--- config.mk ---
export PLATFORM = sky130hd
export DESIGN_NAME = gpio_command_interpreter
export DESIGN_NICKNAME = d
export VERILOG_FILES = /design/src/hdl/gpio_cmd_pkg.sv /design/src/hdl/resp_if.sv /design/src/hdl/gpio_command_interpreter.sv /design/src/hdl/response_sender.sv
export SDC_FILE = /design/constraint.sdc
export NUM_CORES = 1
export LEC_CHECK = 0
export ABC_AREA = 1
export BUFFER_PORTS_ARGS = -buffer_cell sky130_fd_sc_hd__buf_2
export CORE_MARGIN = 4
export CORE_UTILIZATION = 50
export CTS_CLUSTER_DIAMETER = 80
export DETAILED_ROUTE_END_ITERATION = 12
export PLACE_DENSITY_LB_ADDON = 0.05
export RECOVER_POWER = 25
export SKIP_CTS_REPAIR_TIMING = 1
export SYNTH_ARGS = -nofsm -noshare
export SYNTH_HDL_FRONTEND = slang
export SYNTH_SLANG_ARGS = --single-unit
--- constraint.sdc ---
create_clock -name clock -period 1.8 [get_ports clock]
set_clock_uncertainty 0.15 [all_clocks]
set_input_delay 0 -clock clock [delete_from_list [all_inputs] [get_ports clock]]
set_output_delay 0 -clock clock [all_outputs]
set_load 0.1 [all_outputs]
--- src/hdl/gpio_cmd_pkg.sv ---
// Purpose: Shared constants for the pin command interpreter
// Assumes: 32-bit word-aligned register map, byte-wide link
// Notes:   Masks are always 32 bits wide on the link
package gpio_cmd_pkg;

   localparam int MASK_W   = 32;
   localparam int NPINS    = 11;
   localparam int FRAME_LEN = 9;
   localparam int RESP_LEN  = 5;

   // Command codes
   localparam logic [7:0] CMD_GET_FUNC  = 8'h10;
   localparam logic [7:0] CMD_GET_DIR   = 8'h11;
   localparam logic [7:0] CMD_GET_ALOW  = 8'h12;
   localparam logic [7:0] CMD_GET_STATE = 8'h13;
   localparam logic [7:0] CMD_SET_DIR   = 8'h19;
   localparam logic [7:0] CMD_SET_ALOW  = 8'h1a;
   localparam logic [7:0] CMD_SET_STATE = 8'h1b;
   localparam logic [7:0] ERR_BYTE      = 8'hff;

   // Frame byte positions
   localparam logic [3:0] POS_CMD     = 4'h0;
   localparam logic [3:0] POS_P1_LAST = 4'h4;
   localparam logic [3:0] POS_LAST    = 4'h8;

   // Response lengths in bytes
   localparam logic [2:0] LEN_OK  = 3'h5;
   localparam logic [2:0] LEN_ERR = 3'h1;

   // Register byte offsets
   localparam logic [7:0] OFS_CTRL   = 8'h00;
   localparam logic [7:0] OFS_STATUS = 8'h04;
   localparam logic [7:0] OFS_FUNC   = 8'h08;
   localparam logic [7:0] OFS_DIR    = 8'h0c;
   localparam logic [7:0] OFS_ALOW   = 8'h10;
   localparam logic [7:0] OFS_STATE  = 8'h14;
   localparam logic [7:0] OFS_COUNT  = 8'h18;

   // Field positions
   localparam int CTRL_OFF_BIT   = 0;
   localparam int STAT_BUSY_BIT  = 0;
   localparam int STAT_CNT_LSB   = 4;

   // Values after reset
   localparam logic       RST_SERVICE_OFF = 1'b0;
   localparam logic [31:0] DEF_FUNC = 32'hffff_ffff;
   localparam logic [31:0] DEF_DIR  = 32'h0000_0000;
   localparam logic [31:0] DEF_ALOW = 32'hffff_ffff;
   localparam logic [31:0] DEF_LVL  = 32'h0000_0000;

   // AHB encodings
   localparam logic [2:0] HSIZE_WORD = 3'b010;
   localparam logic       HRESP_OKAY = 1'b0;

   typedef enum logic [1:0] {
      PH_COLLECT,
      PH_EXECUTE,
      PH_RESPOND
   } phase_t;

endpackage

--- src/hdl/resp_if.sv ---
// Purpose: Response request from interpreter core to byte sender
// Assumes: Single clock, start is a one-cycle pulse
// Notes:   busy covers the start cycle as well
`timescale 1ns/100ps
`default_nettype none
interface resp_if;
   logic        start;
   logic        short_err;
   logic [7:0]  code;
   logic [31:0] param;
   logic        busy;

   modport core   (output start, short_err, code, param, input busy);
   modport sender (input start, short_err, code, param, output busy);
endinterface
`default_nettype wire

--- src/hdl/gpio_command_interpreter.sv ---
// Purpose: Pin command interpreter for nine-byte remote frames
// Assumes: Byte streams and boot inputs on the clock's own domain
// Notes:   Pin inputs are synchronised; registers over AHB-Lite
`timescale 1ns/100ps
`default_nettype none
module gpio_command_interpreter #(
   parameter int NPINS = gpio_cmd_pkg::NPINS
) (
   // Clock and reset
   input  wire logic              clock,
   input  wire logic              nrst,
   // Boot pin configuration, sampled during reset
   input  wire logic              boot_valid,
   input  wire logic [NPINS-1:0]  boot_func,
   input  wire logic [NPINS-1:0]  boot_dir,
   input  wire logic [NPINS-1:0]  boot_alow,
   // Command bytes in
   input  wire logic              rx_valid,
   input  wire logic [7:0]        rx_data,
   output logic                   rx_ready,
   // Response bytes out
   output logic                   tx_valid,
   output logic [7:0]             tx_data,
   input  wire logic              tx_ready,
   // Pins
   input  wire logic [NPINS-1:0]  pin_in,
   output logic [NPINS-1:0]       pin_out,
   output logic [NPINS-1:0]       pin_oe,
   // AHB-Lite slave
   input  wire logic              hsel,
   input  wire logic [31:0]       haddr,
   input  wire logic [1:0]        htrans,
   input  wire logic              hwrite,
   input  wire logic [2:0]        hsize,
   input  wire logic [31:0]       hwdata,
   input  wire logic              hready,
   output logic                   hreadyout,
   output logic [31:0]            hrdata,
   output logic                   hresp
);

   generate
      if (NPINS < 1 || NPINS > gpio_cmd_pkg::MASK_W) begin : g_chk
         $error("NPINS must lie between 1 and 32");
      end
   endgenerate

   typedef struct packed {
      gpio_cmd_pkg::phase_t phase;
      logic [3:0]       count;
      logic [7:0]       cmd;
      logic [31:0]      p1;
      logic [31:0]      p2;
      logic [NPINS-1:0] func;
      logic [NPINS-1:0] dir;
      logic [NPINS-1:0] alow;
      logic [NPINS-1:0] lvl;
      logic [NPINS-1:0] sync1;
      logic [NPINS-1:0] sync2;
      logic [NPINS-1:0] drv;
      logic [NPINS-1:0] oe;
      logic             start;
      logic             short_err;
      logic [7:0]       rcode;
      logic [31:0]      rparam;
      logic             ahb_wr;
      logic [7:0]       ahb_addr;
      logic [31:0]      rdata;
      logic             service_off;
      logic [15:0]      cmd_count;
      logic [15:0]      err_count;
   } core_t;

   core_t q;
   core_t next_q;

   resp_if resp ();

   ////////////////////////////////////////////////////////////////////
   // Helpers

   function automatic logic [31:0] widen(input logic [NPINS-1:0] v);
      logic [31:0] w;
      w = '0;
      w[NPINS-1:0] = v;
      return w;
   endfunction

   function automatic logic cmd_valid(input logic [7:0] c);
      logic ok;
      ok = 1'b0;
      case (c)
         gpio_cmd_pkg::CMD_GET_FUNC,
         gpio_cmd_pkg::CMD_GET_DIR,
         gpio_cmd_pkg::CMD_GET_ALOW,
         gpio_cmd_pkg::CMD_GET_STATE,
         gpio_cmd_pkg::CMD_SET_DIR,
         gpio_cmd_pkg::CMD_SET_ALOW,
         gpio_cmd_pkg::CMD_SET_STATE: ok = 1'b1;
         default:                     ok = 1'b0;
      endcase
      return ok;
   endfunction

   // Register window is the lowest 256 bytes
   function automatic logic mapped(input logic [31:0] a);
      return (a[31:8] == 24'h000000);
   endfunction

   // Merge masked new values, only on GPIO pins
   function automatic logic [NPINS-1:0] merge(
      input logic [NPINS-1:0] old,
      input logic [NPINS-1:0] mask,
      input logic [NPINS-1:0] val
   );
      return (old & ~mask) | (val & mask);
   endfunction

   // Active state: output holds its level, input follows the pin
   function automatic logic [NPINS-1:0] active(
      input logic [NPINS-1:0] d,
      input logic [NPINS-1:0] l,
      input logic [NPINS-1:0] s,
      input logic [NPINS-1:0] a
   );
      return (d & l) | (~d & (s ^ a));
   endfunction

   ////////////////////////////////////////////////////////////////////
   // Next-state logic

   logic [NPINS-1:0] gmask;
   logic [NPINS-1:0] gval;
   logic [NPINS-1:0] cur;
   logic             addr_phase;

   always_comb begin
      next_q     = q;
      gmask      = q.p1[NPINS-1:0] & q.func;
      gval       = q.p2[NPINS-1:0];
      cur        = '0;
      addr_phase = hsel && htrans[1] && hready;

      // Pin input synchroniser
      next_q.sync1 = pin_in;
      next_q.sync2 = q.sync1;
      next_q.start = 1'b0;

      unique case (q.phase)
         gpio_cmd_pkg::PH_COLLECT: begin
            if (q.service_off) begin
               next_q.count = '0;
            end else if (rx_valid) begin
               if (q.count == gpio_cmd_pkg::POS_CMD) begin
                  next_q.cmd = rx_data;
               end else if (q.count <= gpio_cmd_pkg::POS_P1_LAST) begin
                  next_q.p1 = {rx_data, q.p1[31:8]};
               end else begin
                  next_q.p2 = {rx_data, q.p2[31:8]};
               end
               if (q.count == gpio_cmd_pkg::POS_LAST) begin
                  next_q.count = '0;
                  next_q.phase = gpio_cmd_pkg::PH_EXECUTE;
               end else begin
                  next_q.count = q.count + 4'h1;
               end
            end
         end
         gpio_cmd_pkg::PH_EXECUTE: begin
            case (q.cmd)
               gpio_cmd_pkg::CMD_SET_DIR:
                  next_q.dir = merge(q.dir, gmask, gval);
               gpio_cmd_pkg::CMD_SET_ALOW:
                  next_q.alow = merge(q.alow, gmask, gval);
               gpio_cmd_pkg::CMD_SET_STATE:
                  next_q.lvl = merge(q.lvl, gmask, gval);
               default: ;
            endcase
            // Reply reflects updated values
            cur = active(next_q.dir, next_q.lvl, q.sync2, next_q.alow);
            next_q.rcode = q.cmd;
            case (q.cmd)
               gpio_cmd_pkg::CMD_GET_FUNC:
                  next_q.rparam = widen(q.func);
               gpio_cmd_pkg::CMD_GET_DIR,
               gpio_cmd_pkg::CMD_SET_DIR:
                  next_q.rparam = widen(next_q.dir & q.func);
               gpio_cmd_pkg::CMD_GET_ALOW,
               gpio_cmd_pkg::CMD_SET_ALOW:
                  next_q.rparam = widen(next_q.alow & q.func);
               gpio_cmd_pkg::CMD_GET_STATE,
               gpio_cmd_pkg::CMD_SET_STATE:
                  next_q.rparam = widen(cur & q.func);
               default: begin
                  next_q.rcode  = gpio_cmd_pkg::ERR_BYTE;
                  next_q.rparam = '0;
               end
            endcase
            next_q.short_err = !cmd_valid(q.cmd);
            if (cmd_valid(q.cmd)) begin
               next_q.cmd_count = q.cmd_count + 16'h1;
            end else begin
               next_q.err_count = q.err_count + 16'h1;
            end
            next_q.start = 1'b1;
            next_q.phase = gpio_cmd_pkg::PH_RESPOND;
         end
         gpio_cmd_pkg::PH_RESPOND: begin
            if (!resp.busy) begin
               next_q.phase = gpio_cmd_pkg::PH_COLLECT;
            end
         end
      endcase

      // Register bus: data phase of a write
      if (q.ahb_wr && q.ahb_addr == gpio_cmd_pkg::OFS_CTRL) begin
         next_q.service_off = hwdata[gpio_cmd_pkg::CTRL_OFF_BIT];
      end
      // Unmapped or subword writes never reach a register
      next_q.ahb_wr = addr_phase && hwrite && mapped(haddr)
                      && hsize == gpio_cmd_pkg::HSIZE_WORD;
      next_q.ahb_addr = {haddr[7:2], 2'b00};
      if (addr_phase && !hwrite) begin
         next_q.rdata = '0;
         if (mapped(haddr)) begin
            case ({haddr[7:2], 2'b00})
               gpio_cmd_pkg::OFS_CTRL:
                  next_q.rdata[gpio_cmd_pkg::CTRL_OFF_BIT] =
                     q.service_off;
               gpio_cmd_pkg::OFS_STATUS: begin
                  next_q.rdata[gpio_cmd_pkg::STAT_BUSY_BIT] =
                     (q.phase != gpio_cmd_pkg::PH_COLLECT);
                  next_q.rdata[gpio_cmd_pkg::STAT_CNT_LSB +: 4] =
                     q.count;
               end
               gpio_cmd_pkg::OFS_FUNC:
                  next_q.rdata = widen(q.func);
               gpio_cmd_pkg::OFS_DIR:
                  next_q.rdata = widen(q.dir);
               gpio_cmd_pkg::OFS_ALOW:
                  next_q.rdata = widen(q.alow);
               gpio_cmd_pkg::OFS_STATE:
                  next_q.rdata = widen(
                     active(q.dir, q.lvl, q.sync2, q.alow) & q.func);
               gpio_cmd_pkg::OFS_COUNT:
                  next_q.rdata = {q.err_count, q.cmd_count};
               default: next_q.rdata = '0;
            endcase
         end
      end else if (!q.ahb_wr && !addr_phase) begin
         next_q.rdata = q.rdata;
      end

      // Pin drive follows logical state and polarity
      next_q.drv = next_q.lvl ^ next_q.alow;
      next_q.oe  = next_q.dir & next_q.func;

      // Reset loads boot configuration if boot_valid, else defaults, never kept across it
      if (!nrst) begin
         next_q.phase       = gpio_cmd_pkg::PH_COLLECT;
         next_q.count       = '0;
         next_q.cmd         = '0;
         next_q.p1          = '0;
         next_q.p2          = '0;
         next_q.func = boot_valid ? boot_func
                       : gpio_cmd_pkg::DEF_FUNC[NPINS-1:0];
         next_q.dir  = boot_valid ? boot_dir
                       : gpio_cmd_pkg::DEF_DIR[NPINS-1:0];
         next_q.alow = boot_valid ? boot_alow
                       : gpio_cmd_pkg::DEF_ALOW[NPINS-1:0];
         next_q.lvl         = gpio_cmd_pkg::DEF_LVL[NPINS-1:0];
         next_q.sync1       = '0;
         next_q.sync2       = '0;
         next_q.drv         = '0;
         next_q.oe          = '0;
         next_q.start       = 1'b0;
         next_q.short_err   = 1'b0;
         next_q.rcode       = '0;
         next_q.rparam      = '0;
         next_q.ahb_wr      = 1'b0;
         next_q.ahb_addr    = '0;
         next_q.rdata       = '0;
         next_q.service_off = gpio_cmd_pkg::RST_SERVICE_OFF;
         next_q.cmd_count   = '0;
         next_q.err_count   = '0;
      end
   end

   always_ff @(posedge clock) begin
      q <= next_q;
   end

   ////////////////////////////////////////////////////////////////////
   // Response path

   assign resp.start     = q.start;
   assign resp.short_err = q.short_err;
   assign resp.code      = q.rcode;
   assign resp.param     = q.rparam;

   response_sender u_sender (
      .clock    (clock),
      .nrst     (nrst),
      .resp     (resp.sender),
      .tx_valid (tx_valid),
      .tx_data  (tx_data),
      .tx_ready (tx_ready)
   );

   ////////////////////////////////////////////////////////////////////
   // Outputs

   // Disabled service swallows bytes without answering
   assign rx_ready  = nrst && (q.phase == gpio_cmd_pkg::PH_COLLECT);
   assign pin_out   = q.drv;
   assign pin_oe    = q.oe;
   assign hreadyout = 1'b1;
   assign hrdata    = q.rdata;
   assign hresp     = gpio_cmd_pkg::HRESP_OKAY;

endmodule
`default_nettype wire

--- src/hdl/response_sender.sv ---
// Purpose: Serialises a response, code first, parameter little-endian
// Assumes: Request arrives only while count is zero
// Notes:   Error response is the single byte held in code
`timescale 1ns/100ps
`default_nettype none
module response_sender (
   // Clock and reset
   input  wire logic   clock,
   input  wire logic   nrst,
   // Request from core
   resp_if.sender      resp,
   // Byte stream out
   output logic        tx_valid,
   output logic [7:0]  tx_data,
   input  wire logic   tx_ready
);

   typedef struct packed {
      logic [2:0]  count;
      logic [39:0] shift;
   } snd_t;

   snd_t q;
   snd_t next_q;

   always_comb begin
      next_q = q;
      if (!nrst) begin
         next_q.count = '0;
         next_q.shift = '0;
      end else if (resp.start) begin
         next_q.count = resp.short_err ? gpio_cmd_pkg::LEN_ERR
                                       : gpio_cmd_pkg::LEN_OK;
         next_q.shift = {resp.param, resp.code};
      end else if (tx_valid && tx_ready) begin
         next_q.count = q.count - 3'h1;
         next_q.shift = {8'h00, q.shift[39:8]};
      end
   end

   always_ff @(posedge clock) begin
      q <= next_q;
   end

   assign tx_valid  = (q.count != 3'h0);
   assign tx_data   = q.shift[7:0];
   assign resp.busy = (q.count != 3'h0) || resp.start;

endmodule
`default_nettype wire

==> impl_metrics.env, run 1 <==
export IMPL_rsz0062_at_grt="true"
export IMPL_fin_area_sq_um=18700
export IMPL_yosysMostFrequentCell="nand2_1"
export IMPL_cts_buffers=30
export IMPL_yosysWarnings=0
export IMPL_finalHoldViolations=11
export IMPL_vias=14200
export IMPL_grt_usage_pct=27.5
export IMPL_finalSetupViolCount=52
export IMPL_netlist_area_sq_um=13600
export IMPL_placed_cell_area_sq_um=15600
export IMPL_die_w_um=173
export IMPL_totalWireLength_um=48400
export IMPL_synth_edf_count=11
export IMPL_fin_cells=2686
export IMPL_synth_top_area_share_pct=39.7
export IMPL_cts_tree="done"
export IMPL_crit_path_end_kind="register"
export IMPL_place_inst=2504
export IMPL_start_kind="register"
export IMPL_drtIter0Drc=1017
export IMPL_fin_crit_sh_pct=107
export IMPL_gp_congestion=0.939
export IMPL_synth_ff_type="dfxtp_1"
export IMPL_ant_nets=0
export IMPL_grt_pass1_wl_um=67200
export IMPL_cp_required_ps=2100
export IMPL_clock_fmax_mhz=517
export IMPL_slowest_delay_ps=330
export IMPL_syn_inst=1957
export IMPL_first_pass_iters=6
export IMPL_crit_type="reg2reg"
export IMPL_h_tree_depth=1
export IMPL_grt_max_degree=68
export IMPL_die_h_um=173
export IMPL_ys_seq_elements=281
export IMPL_ios=195
export IMPL_synth_area_leader_cell="dfxtp_1"
export IMPL_grt_ovfl_total=0
export IMPL_fillers=2297
export IMPL_seq_area_sq_um=5750
export IMPL_path_cells="inv_2, nand2_4, nor2_8, buf_12, buf_4, nand3_1, buf_4, nand3_1, o21ai_1, buf_4, o21a_1"
export IMPL_max_slew_margin_pct=32.4
export IMPL_cts_sinks=281
export IMPL_synthTopCellsByCount="nand2_1 (497), dfxtp_1 (270), inv_1 (231)"
export IMPL_cts_root_buf="clkbuf_16"
export IMPL_portBuffers=158
export IMPL_yosysUniqueCellTypes=47
export IMPL_synth_area_leaders="dfxtp_1 (40%), nand2_1 (14%), inv_1 (6.4%)"
export IMPL_crit_fanout=6
export IMPL_tightest_slew_ps=1010
export IMPL_maxCapViolations=0
export IMPL_holdWs_ps=-63.6
export IMPL_async_flop_share_pct=0
export IMPL_peakVddDrop_mv=0.913
export IMPL_dieArea_sq_um=29900
export IMPL_clk_latency_ps=570
export IMPL_setup_ws_ps=-132
export IMPL_violations="negative hold slack, negative setup slack"
export IMPL_syn_avg_cell_area_sq_um=6.95
export IMPL_synth_nets=2095
export IMPL_antenna_found_initial=2
export IMPL_drive_gt1_share_pct=26.8
export IMPL_powerDensity_nw_per_um2=1110
export IMPL_outcome="complete, but fails checks"
export IMPL_core_region_area_sq_um=26900
export IMPL_ys_seq_area_share_pct=42.1
export IMPL_routed_via_density=5.29
export IMPL_num_rows=60
export IMPL_drv_slew=0
export IMPL_hpwl_um=32500
export IMPL_multi_input_area_sq_um=6750
export IMPL_grt_pass1_vias=12800
export IMPL_path_common_cell="buf_4"
export IMPL_syn_to_final_growth_pct=37.1
export IMPL_wl_per_cell_um=18.0
export IMPL_slowest_stage="dfxtp_2"
export IMPL_crit_arrival_ps=2230
export IMPL_initial_utilization_pct=50.6
export IMPL_remaining_drc_errors=0
export IMPL_fin_nets=2460
export IMPL_finalCriticalPeriod_ps=1930
export IMPL_p_leak_nw=8.60
export IMPL_clkTransAtPathRegs_ps=60
export IMPL_hold_path_class="in2reg"
export IMPL_cts_buffer_depth=3
-- final timing paths --
check        depth (start not counted)  slack, ps         end      start
max                                 11       -130  pin_out[3]     q[273]
min                                  9        -60   hrdata[7]  haddr[16]
max reg2reg                         11       -130  pin_out[3]     q[273]
min reg2reg                          2        260      q[139]     q[150]
-- state kept, by name, summed over array words and instances (netlist names) --
name              cells
gval                 11
resp.start            1
u_sender.q           14
resp.short_err        1
q                   173
pin_oe               11
resp.code             8
pin_out              11
resp.param           11
u_sender.tx_data      8
hrdata               32
-- layout by cell type, fill, tap and decap left out, drive strengths merged, types with 4 or more instances in the layout --
cell | synthesis | routed
nand2 | 510 | 511
buf | 94 | 373
dfxtp | 270 | 270
inv | 238 | 238
nor2 | 215 | 215
o21ai | 151 | 151
nand3 | 148 | 148
a21oi | 125 | 125
dlygate4sd3 | 0 | 102
clkbuf | 52 | 50
nor3 | 18 | 18
a22oi | 16 | 16
o21a | 13 | 13
a31oi | 13 | 13
or2 | 11 | 11
o22a | 11 | 11
edfxtp | 11 | 11
ha | 9 | 9
o2111ai | 8 | 8
nand4 | 8 | 8
o211ai | 7 | 7
xor2 | 4 | 4
a211oi | 4 | 4
nor4 | 4 | 4
clkinv | 0 | 4
nor3b | 4 | 4
-- logic make-up (layout without fill, tap and decap cells) --
group | count (synthesis) | in the layout | synth area share (%)
AND/OR/NAND/NOR | 923 | 924 | 29.0
buffers and inverters | 384 | 770 | 12.9
AO/OA/AOI/OAI | 354 | 354 | 14.8
flip-flops | 281 | 281 | 42.1
adder cells (fa/ha/maj) | 9 | 9 | 0.827
XOR/XNOR | 4 | 4 | 0.257
other | 2 | 3 | 0.0552
-- worst max-delay path, delay by kind of cell, from the launching register on --
family	cells	cell delay, ps
buf+inv	5	680
simple gates	4	410
flops	1	330
compound gates	2	250
-- where the power goes --
group / internal (mW) / switching (mW) / leakage [nW]
logic: 2.55 / 4.54 / 5.81
clock network: 3.55 / 2.55 / 0.476
registers: 6.96 / 0.560 / 2.31
total: 13.1 / 7.65 / 8.60
-- layout make-up --
type                       instances  share of cell area, %
multi-input combinational       1293                   36.2
sequential                       281                   30.8
timing repair buffer             478                   20.5
clock buffer                      47                   5.02
inverter                         238                   4.90
tap                              341                   2.29
clock inverter                     7                  0.248
antenna                            1                 0.0134
-- routing by layer --
metal | global-route usage [%] | wire length, um
met3 | 4.39 | 3100
met1 | 33.9 | 19400
met2 | 49.2 | 23700
met5 | 0 | 0
met4 | 9.11 | 2110
-- metrics by stage --
step	util [%]	TNS [ps]	total power [mW]	worst slack [ps]
floorplan	-	0	11.5	0.195
global placement	58.1	-7120	13.4	-341
detailed placement	58.1	-9420	13.5	-355
CTS	61.8	-11150	19.6	-361
global route	69.4	-11340	21.7	-226
finish	69.4	-2480	20.7	-132
No activity file was read; power rests on OpenSTA's default activity.
==> inputs of run 2 (changes only) <==
--- a/config.mk
+++ b/config.mk
@@ -13,6 +13,7 @@
 export DETAILED_ROUTE_END_ITERATION = 12
 export PLACE_DENSITY_LB_ADDON = 0.05
 export RECOVER_POWER = 25
+export REMOVE_ABC_BUFFERS = 1
 export SKIP_CTS_REPAIR_TIMING = 1
 export SYNTH_ARGS = -nofsm -noshare
 export SYNTH_HDL_FRONTEND = slang
==> impl_metrics.env, run 2 (synthesis results as in run 1) <==
export IMPL_p_int_mw=13.2
export IMPL_outcome="complete, but fails checks"
export IMPL_peakVddDrop_mv=0.905
export IMPL_finalHoldViolations=25
export IMPL_remaining_drc_errors=0
export IMPL_rsz0062_at_grt="true"
export IMPL_antenna_cells=0
export IMPL_seq_area_sq_um=5750
export IMPL_fin_nets=2428
export IMPL_num_rows=60
export IMPL_clkTransAtPathRegs_ps=60
export IMPL_ios=195
export IMPL_slowest_stage="dfxtp_2"
export IMPL_post_route_util_pct=70.2
export IMPL_powerDensity_nw_per_um2=1100
export IMPL_switching_share_pct=36.2
export IMPL_initial_utilization_pct=50.6
export IMPL_clk_latency_ps=560
export IMPL_fillers=2246
export IMPL_drive_gt1_share_pct=27.5
export IMPL_crit_type="reg2reg"
export IMPL_first_pass_iters=5
export IMPL_grt_pass1_wl_um=61300
export IMPL_grt_ovfl_total=0
export IMPL_vias=13600
export IMPL_reg2reg_from="q[276]"
export IMPL_fin_cells=2655
export IMPL_syn_to_final_growth_pct=38.7
export IMPL_grt_pass1_vias=11800
export IMPL_pwr_share_clk_pct=30.5
export IMPL_cts_root_buf="clkbuf_16"
export IMPL_seqPwrFrac_pct=36.1
export IMPL_crit_arrival_ps=2280
export IMPL_cts_buffer_depth=3
export IMPL_drtIter0Drc=906
export IMPL_rr_worst_depth=11
export IMPL_tightest_slew_ps=894
export IMPL_cts_buffers=30
export IMPL_crit_family="buffers and inverters"
export IMPL_place_inst=2460
export IMPL_clock_fmax_mhz=505
export IMPL_h_tree_depth=1
export IMPL_largest_reg_flops=173
export IMPL_antenna_found_initial=0
export IMPL_min_path_cells=3
export IMPL_p_leak_nw=8.47
export IMPL_fin_crit_sh_pct=110
export IMPL_die_w_um=173
export IMPL_gp_congestion=0.940
export IMPL_ant_nets=0
export IMPL_slowest_delay_ps=320
export IMPL_cts_tree="done"
export IMPL_cp_required_ps=2100
export IMPL_max_slew_margin_pct=40.2
export IMPL_finalSetupViolCount=102
export IMPL_placed_cell_area_sq_um=15300
export IMPL_hold_path_class="in2reg"
export IMPL_finalCriticalPeriod_ps=1980
export IMPL_final_common_cell="nand2_1"
export IMPL_dieArea_sq_um=29900
export IMPL_layout_common_cells="nand2_1 (476), dfxtp_1 (261), inv_1 (215)"
export IMPL_crit_buf_inv=6
export IMPL_fin_area_sq_um=18900
export IMPL_worstHoldEndpoint="q[14]"
export IMPL_path_cells="inv_2, ha_4, inv_4, a21oi_4, inv_2, nor3_4, buf_6, clkinvlp_4, buf_12, nor2_1, nor2_1"
export IMPL_wl_per_cell_um=16.3
export IMPL_maxCapViolations=0
export IMPL_routed_via_density=5.12
export IMPL_top_register="q"
export IMPL_pwr_share_comb_pct=33.4
export IMPL_drv_slew=0
export IMPL_multi_input_area_sq_um=6990
export IMPL_crit_fanout=20
export IMPL_min_from="nrst"
export IMPL_setup_ws_ps=-179
export IMPL_rrSetupSlack_ps=-180
export IMPL_grt_usage_pct=24.7
export IMPL_violations="negative hold slack, negative setup slack"
export IMPL_grt_max_degree=70
export IMPL_portBuffers=158
export IMPL_timing_rr_end="q[247]"
export IMPL_cts_sinks=281
export IMPL_p_total_mw=20.7
export IMPL_start_kind="register"
export IMPL_hpwl_um=28300
export IMPL_p_switching_mw=7.51
export IMPL_holdWs_ps=-309
export IMPL_die_h_um=173
export IMPL_totalWireLength_um=43200
export IMPL_core_region_area_sq_um=26900
export IMPL_crit_path_end_kind="register"
## run 2: routing by layer
metal | wire, um | GRT usage [%]
met1 | 18800 | 34.0
met2 | 20800 | 41.0
met3 | 2680 | 3.19
met4 | 937 | 6.78
met5 | 0 | 0
## run 2: through the flow
| step | setup slack [ps] | setup TNS (ps) |
|---|---|---|
| floorplan | -1510 | -171140 |
| global placement | -338 | -9660 |
| detailed placement | -330 | -11970 |
| CTS | -349 | -14360 |
| global route | -227 | -18650 |
| finish | -179 | -8730 |
## run 2: worst register-to-register path: cells and delay by family, from the launching register on
kind	cells	cell delay [ps]
buffers and inverters	6	670
AND/OR/NAND/NOR	3	430
flip-flops	1	320
AO/OA/AOI/OAI	1	170
adder cells (fa/ha/maj)	1	140
## run 2: area by class of cell
cell class,count,share of cell area (%)
clock inverter,14,0.676
timing repair buffer,447,19.9
sequential,281,30.5
tap,341,2.26
inverter,238,4.90
multi-input combinational,1292,37.0
clock buffer,42,4.76
## run 2: power groups by stage
stage | clock, mW | sequential [mW] | combinational, mW
floorplan | 0 | 8.34 | 2.72
global placement | 0 | 7.54 | 5.61
detailed placement | 0 | 7.55 | 5.63
CTS | 6.38 | 7.42 | 5.66
global route | 6.66 | 7.55 | 7.49
finish | 6.31 | 7.49 | 6.93
## run 2: worst max-delay path by stage
stage / slack, ps / depth (start not counted) / endpoint / startpoint
2_1_floorplan: -1510 / 9 / q[13] / q[281]
3_3_place_gp: -340 / 10 / q[273] / q[281]
3_5_place_dp: -330 / 10 / q[273] / q[281]
4_1_cts: -350 / 10 / q[273] / q[281]
5_1_grt: -230 / 11 / q[257] / q[276]
6_report: -180 / 11 / q[247] / q[276]
==> inputs of run 3 (changes only) <==
--- a/config.mk
+++ b/config.mk
@@ -11,9 +11,9 @@
 export CORE_UTILIZATION = 50
 export CTS_CLUSTER_DIAMETER = 80
 export DETAILED_ROUTE_END_ITERATION = 12
+export HOLD_SLACK_MARGIN = 0.08
 export PLACE_DENSITY_LB_ADDON = 0.05
 export RECOVER_POWER = 25
-export REMOVE_ABC_BUFFERS = 1
 export SKIP_CTS_REPAIR_TIMING = 1
 export SYNTH_ARGS = -nofsm -noshare
 export SYNTH_HDL_FRONTEND = slang
==> impl_metrics.env, run 3 (synthesis results as in run 1) <==
export IMPL_outcome="complete, but fails checks"
export IMPL_violations="negative setup slack"
export IMPL_die_h_um=173
export IMPL_maxCapViolations=0
export IMPL_initial_utilization_pct=50.6
export IMPL_post_route_util_pct=71.1
export IMPL_layout_common_cells="nand2_1 (477), dfxtp_1 (260), inv_1 (217)"
export IMPL_wl_per_cell_um=18.2
export IMPL_first_pass_iters=6
export IMPL_cts_root_buf="clkbuf_16"
export IMPL_start_kind="register"
export IMPL_antenna_found_initial=1
export IMPL_finalSetupViolCount=76
export IMPL_clkTransAtPathRegs_ps=60
export IMPL_pwr_share_clk_pct=29.4
export IMPL_drv_slew=0
export IMPL_grt_ovfl_total=0
export IMPL_ant_nets=0
export IMPL_slowest_stage="dfxtp_2"
export IMPL_tightest_slew_ps=853
export IMPL_finalHoldViolations=0
export IMPL_powerDensity_nw_per_um2=1090
export IMPL_pwr_share_comb_pct=34.6
export IMPL_crit_family="buffers and inverters"
export IMPL_largest_reg_flops=173
export IMPL_grt_usage_pct=27.5
export IMPL_seqPwrFrac_pct=36.0
export IMPL_vias=14500
export IMPL_portBuffers=158
export IMPL_grt_pass1_wl_um=67200
export IMPL_place_inst=2504
export IMPL_top_register="q"
export IMPL_drtIter0Drc=1135
export IMPL_clk_latency_ps=570
export IMPL_dpl_worst_slack_ps=-355
export IMPL_grt_max_degree=68
export IMPL_totalWireLength_um=49700
export IMPL_gp_congestion=0.939
export IMPL_p_int_mw=13.1
export IMPL_cp_required_ps=2110
export IMPL_drive_gt1_share_pct=26.3
export IMPL_ios=195
export IMPL_routed_via_density=5.32
export IMPL_fin_cells=2731
export IMPL_max_slew_margin_pct=43.0
export IMPL_cts_sinks=281
export IMPL_p_leak_nw=8.78
export IMPL_finalCriticalPeriod_ps=1960
export IMPL_p_switching_mw=7.73
export IMPL_syn_to_final_growth_pct=40.5
export IMPL_cts_tree="done"
export IMPL_h_tree_depth=1
export IMPL_cts_buffer_depth=3
export IMPL_setup_ws_ps=-158
export IMPL_rsz0062_at_grt="true"
export IMPL_crit_path_end_kind="register"
export IMPL_cts_buffers=30
export IMPL_num_rows=60
export IMPL_slowest_delay_ps=330
export IMPL_hpwl_um=32500
export IMPL_hold_path_class="in2reg"
export IMPL_die_w_um=173
export IMPL_core_region_area_sq_um=26900
export IMPL_crit_type="reg2reg"
export IMPL_path_common_cell="buf_4"
export IMPL_final_common_cell="nand2_1"
export IMPL_remaining_drc_errors=0
export IMPL_grt_pass1_vias=12800
export IMPL_switching_share_pct=37.0
export IMPL_dieArea_sq_um=29900
export IMPL_rrSetupSlack_ps=-160
export IMPL_crit_fanout=6
export IMPL_crit_arrival_ps=2260
export IMPL_clock_fmax_mhz=511
export IMPL_path_cells="inv_2, nand2_4, nor2_8, buf_12, buf_4, nand3_1, buf_4, nand3_1, o21ai_1, buf_4, o21a_1"
export IMPL_fin_crit_sh_pct=109
export IMPL_crit_buf_inv=5
export IMPL_fin_tns_setup_ps=-5070
export IMPL_fin_nets=2504
export IMPL_peakVddDrop_mv=0.910
run 3: changes by cell type in the layout (fill, tap and decap cells not counted), sizes merged:
cell         previous run  this run
clkinv                 13         4
diode                   0         2
inv                   236       238
dlygate4sd3           112       144
clkbuf                 46        51
bufinv                  2         0
buf                   331       374
nand2                 510       511
clkinvlp                1         3
run 3: power by group through the flow:
stage / clock [mW] / sequential [mW] / combinational, mW
floorplan: 0 / 7.40 / 4.06
global placement: 0 / 7.57 / 5.84
detailed placement: 0 / 7.57 / 5.88
CTS: 6.20 / 7.45 / 5.91
global route: 6.45 / 7.57 / 7.76
finish: 6.13 / 7.52 / 7.22
run 3: layer usage:
metal	vias up	share of wire [%]	GRT usage [%]
li1	7040	-	-
met3	179	6.3	4.39
met4	0	5.4	9.11
met1	6787	40	33.9
met2	521	49	49.2
met5	-	0	0
run 3: stage by stage:
stage | power, mW | hold WS [ps] | instance area, sq um
floorplan | 11.5 | -56.5 | 13600
global placement | 13.4 | 31.2 | 15600
detailed placement | 13.5 | 34.2 | 15600
CTS | 19.6 | -548 | 16600
global route | 21.8 | 54.4 | 19100
finish | 20.9 | 56.9 | 19100
run 3: worst paths after layout:
path / start / end / depth (start not counted)
max: q[273] / pin_out[8] / 11
min: boot_dir[9] / q[191] / 4
min reg2reg: q[159] / q[148] / 2
max reg2reg: q[273] / pin_out[8] / 11
run 3: layout make-up:
type | instances | area, sq um
antenna | 2 | 5.00
clock buffer | 47 | 937
clock inverter | 7 | 46.3
fill | 2201 | 7760
inverter | 238 | 913
multi-input combinational | 1293 | 6750
sequential | 281 | 5750
tap | 341 | 427
timing repair buffer | 522 | 4300
run 3: worst register-to-register path: stages (launching register included):
cell and delay (ps):
dfxtp_2 330, inv_2 80, nand2_4 70, nor2_8 170, buf_12 160, buf_4 160, nand3_1 120, buf_4 150
nand3_1 70, o21ai_1 90, buf_4 150, o21a_1 150
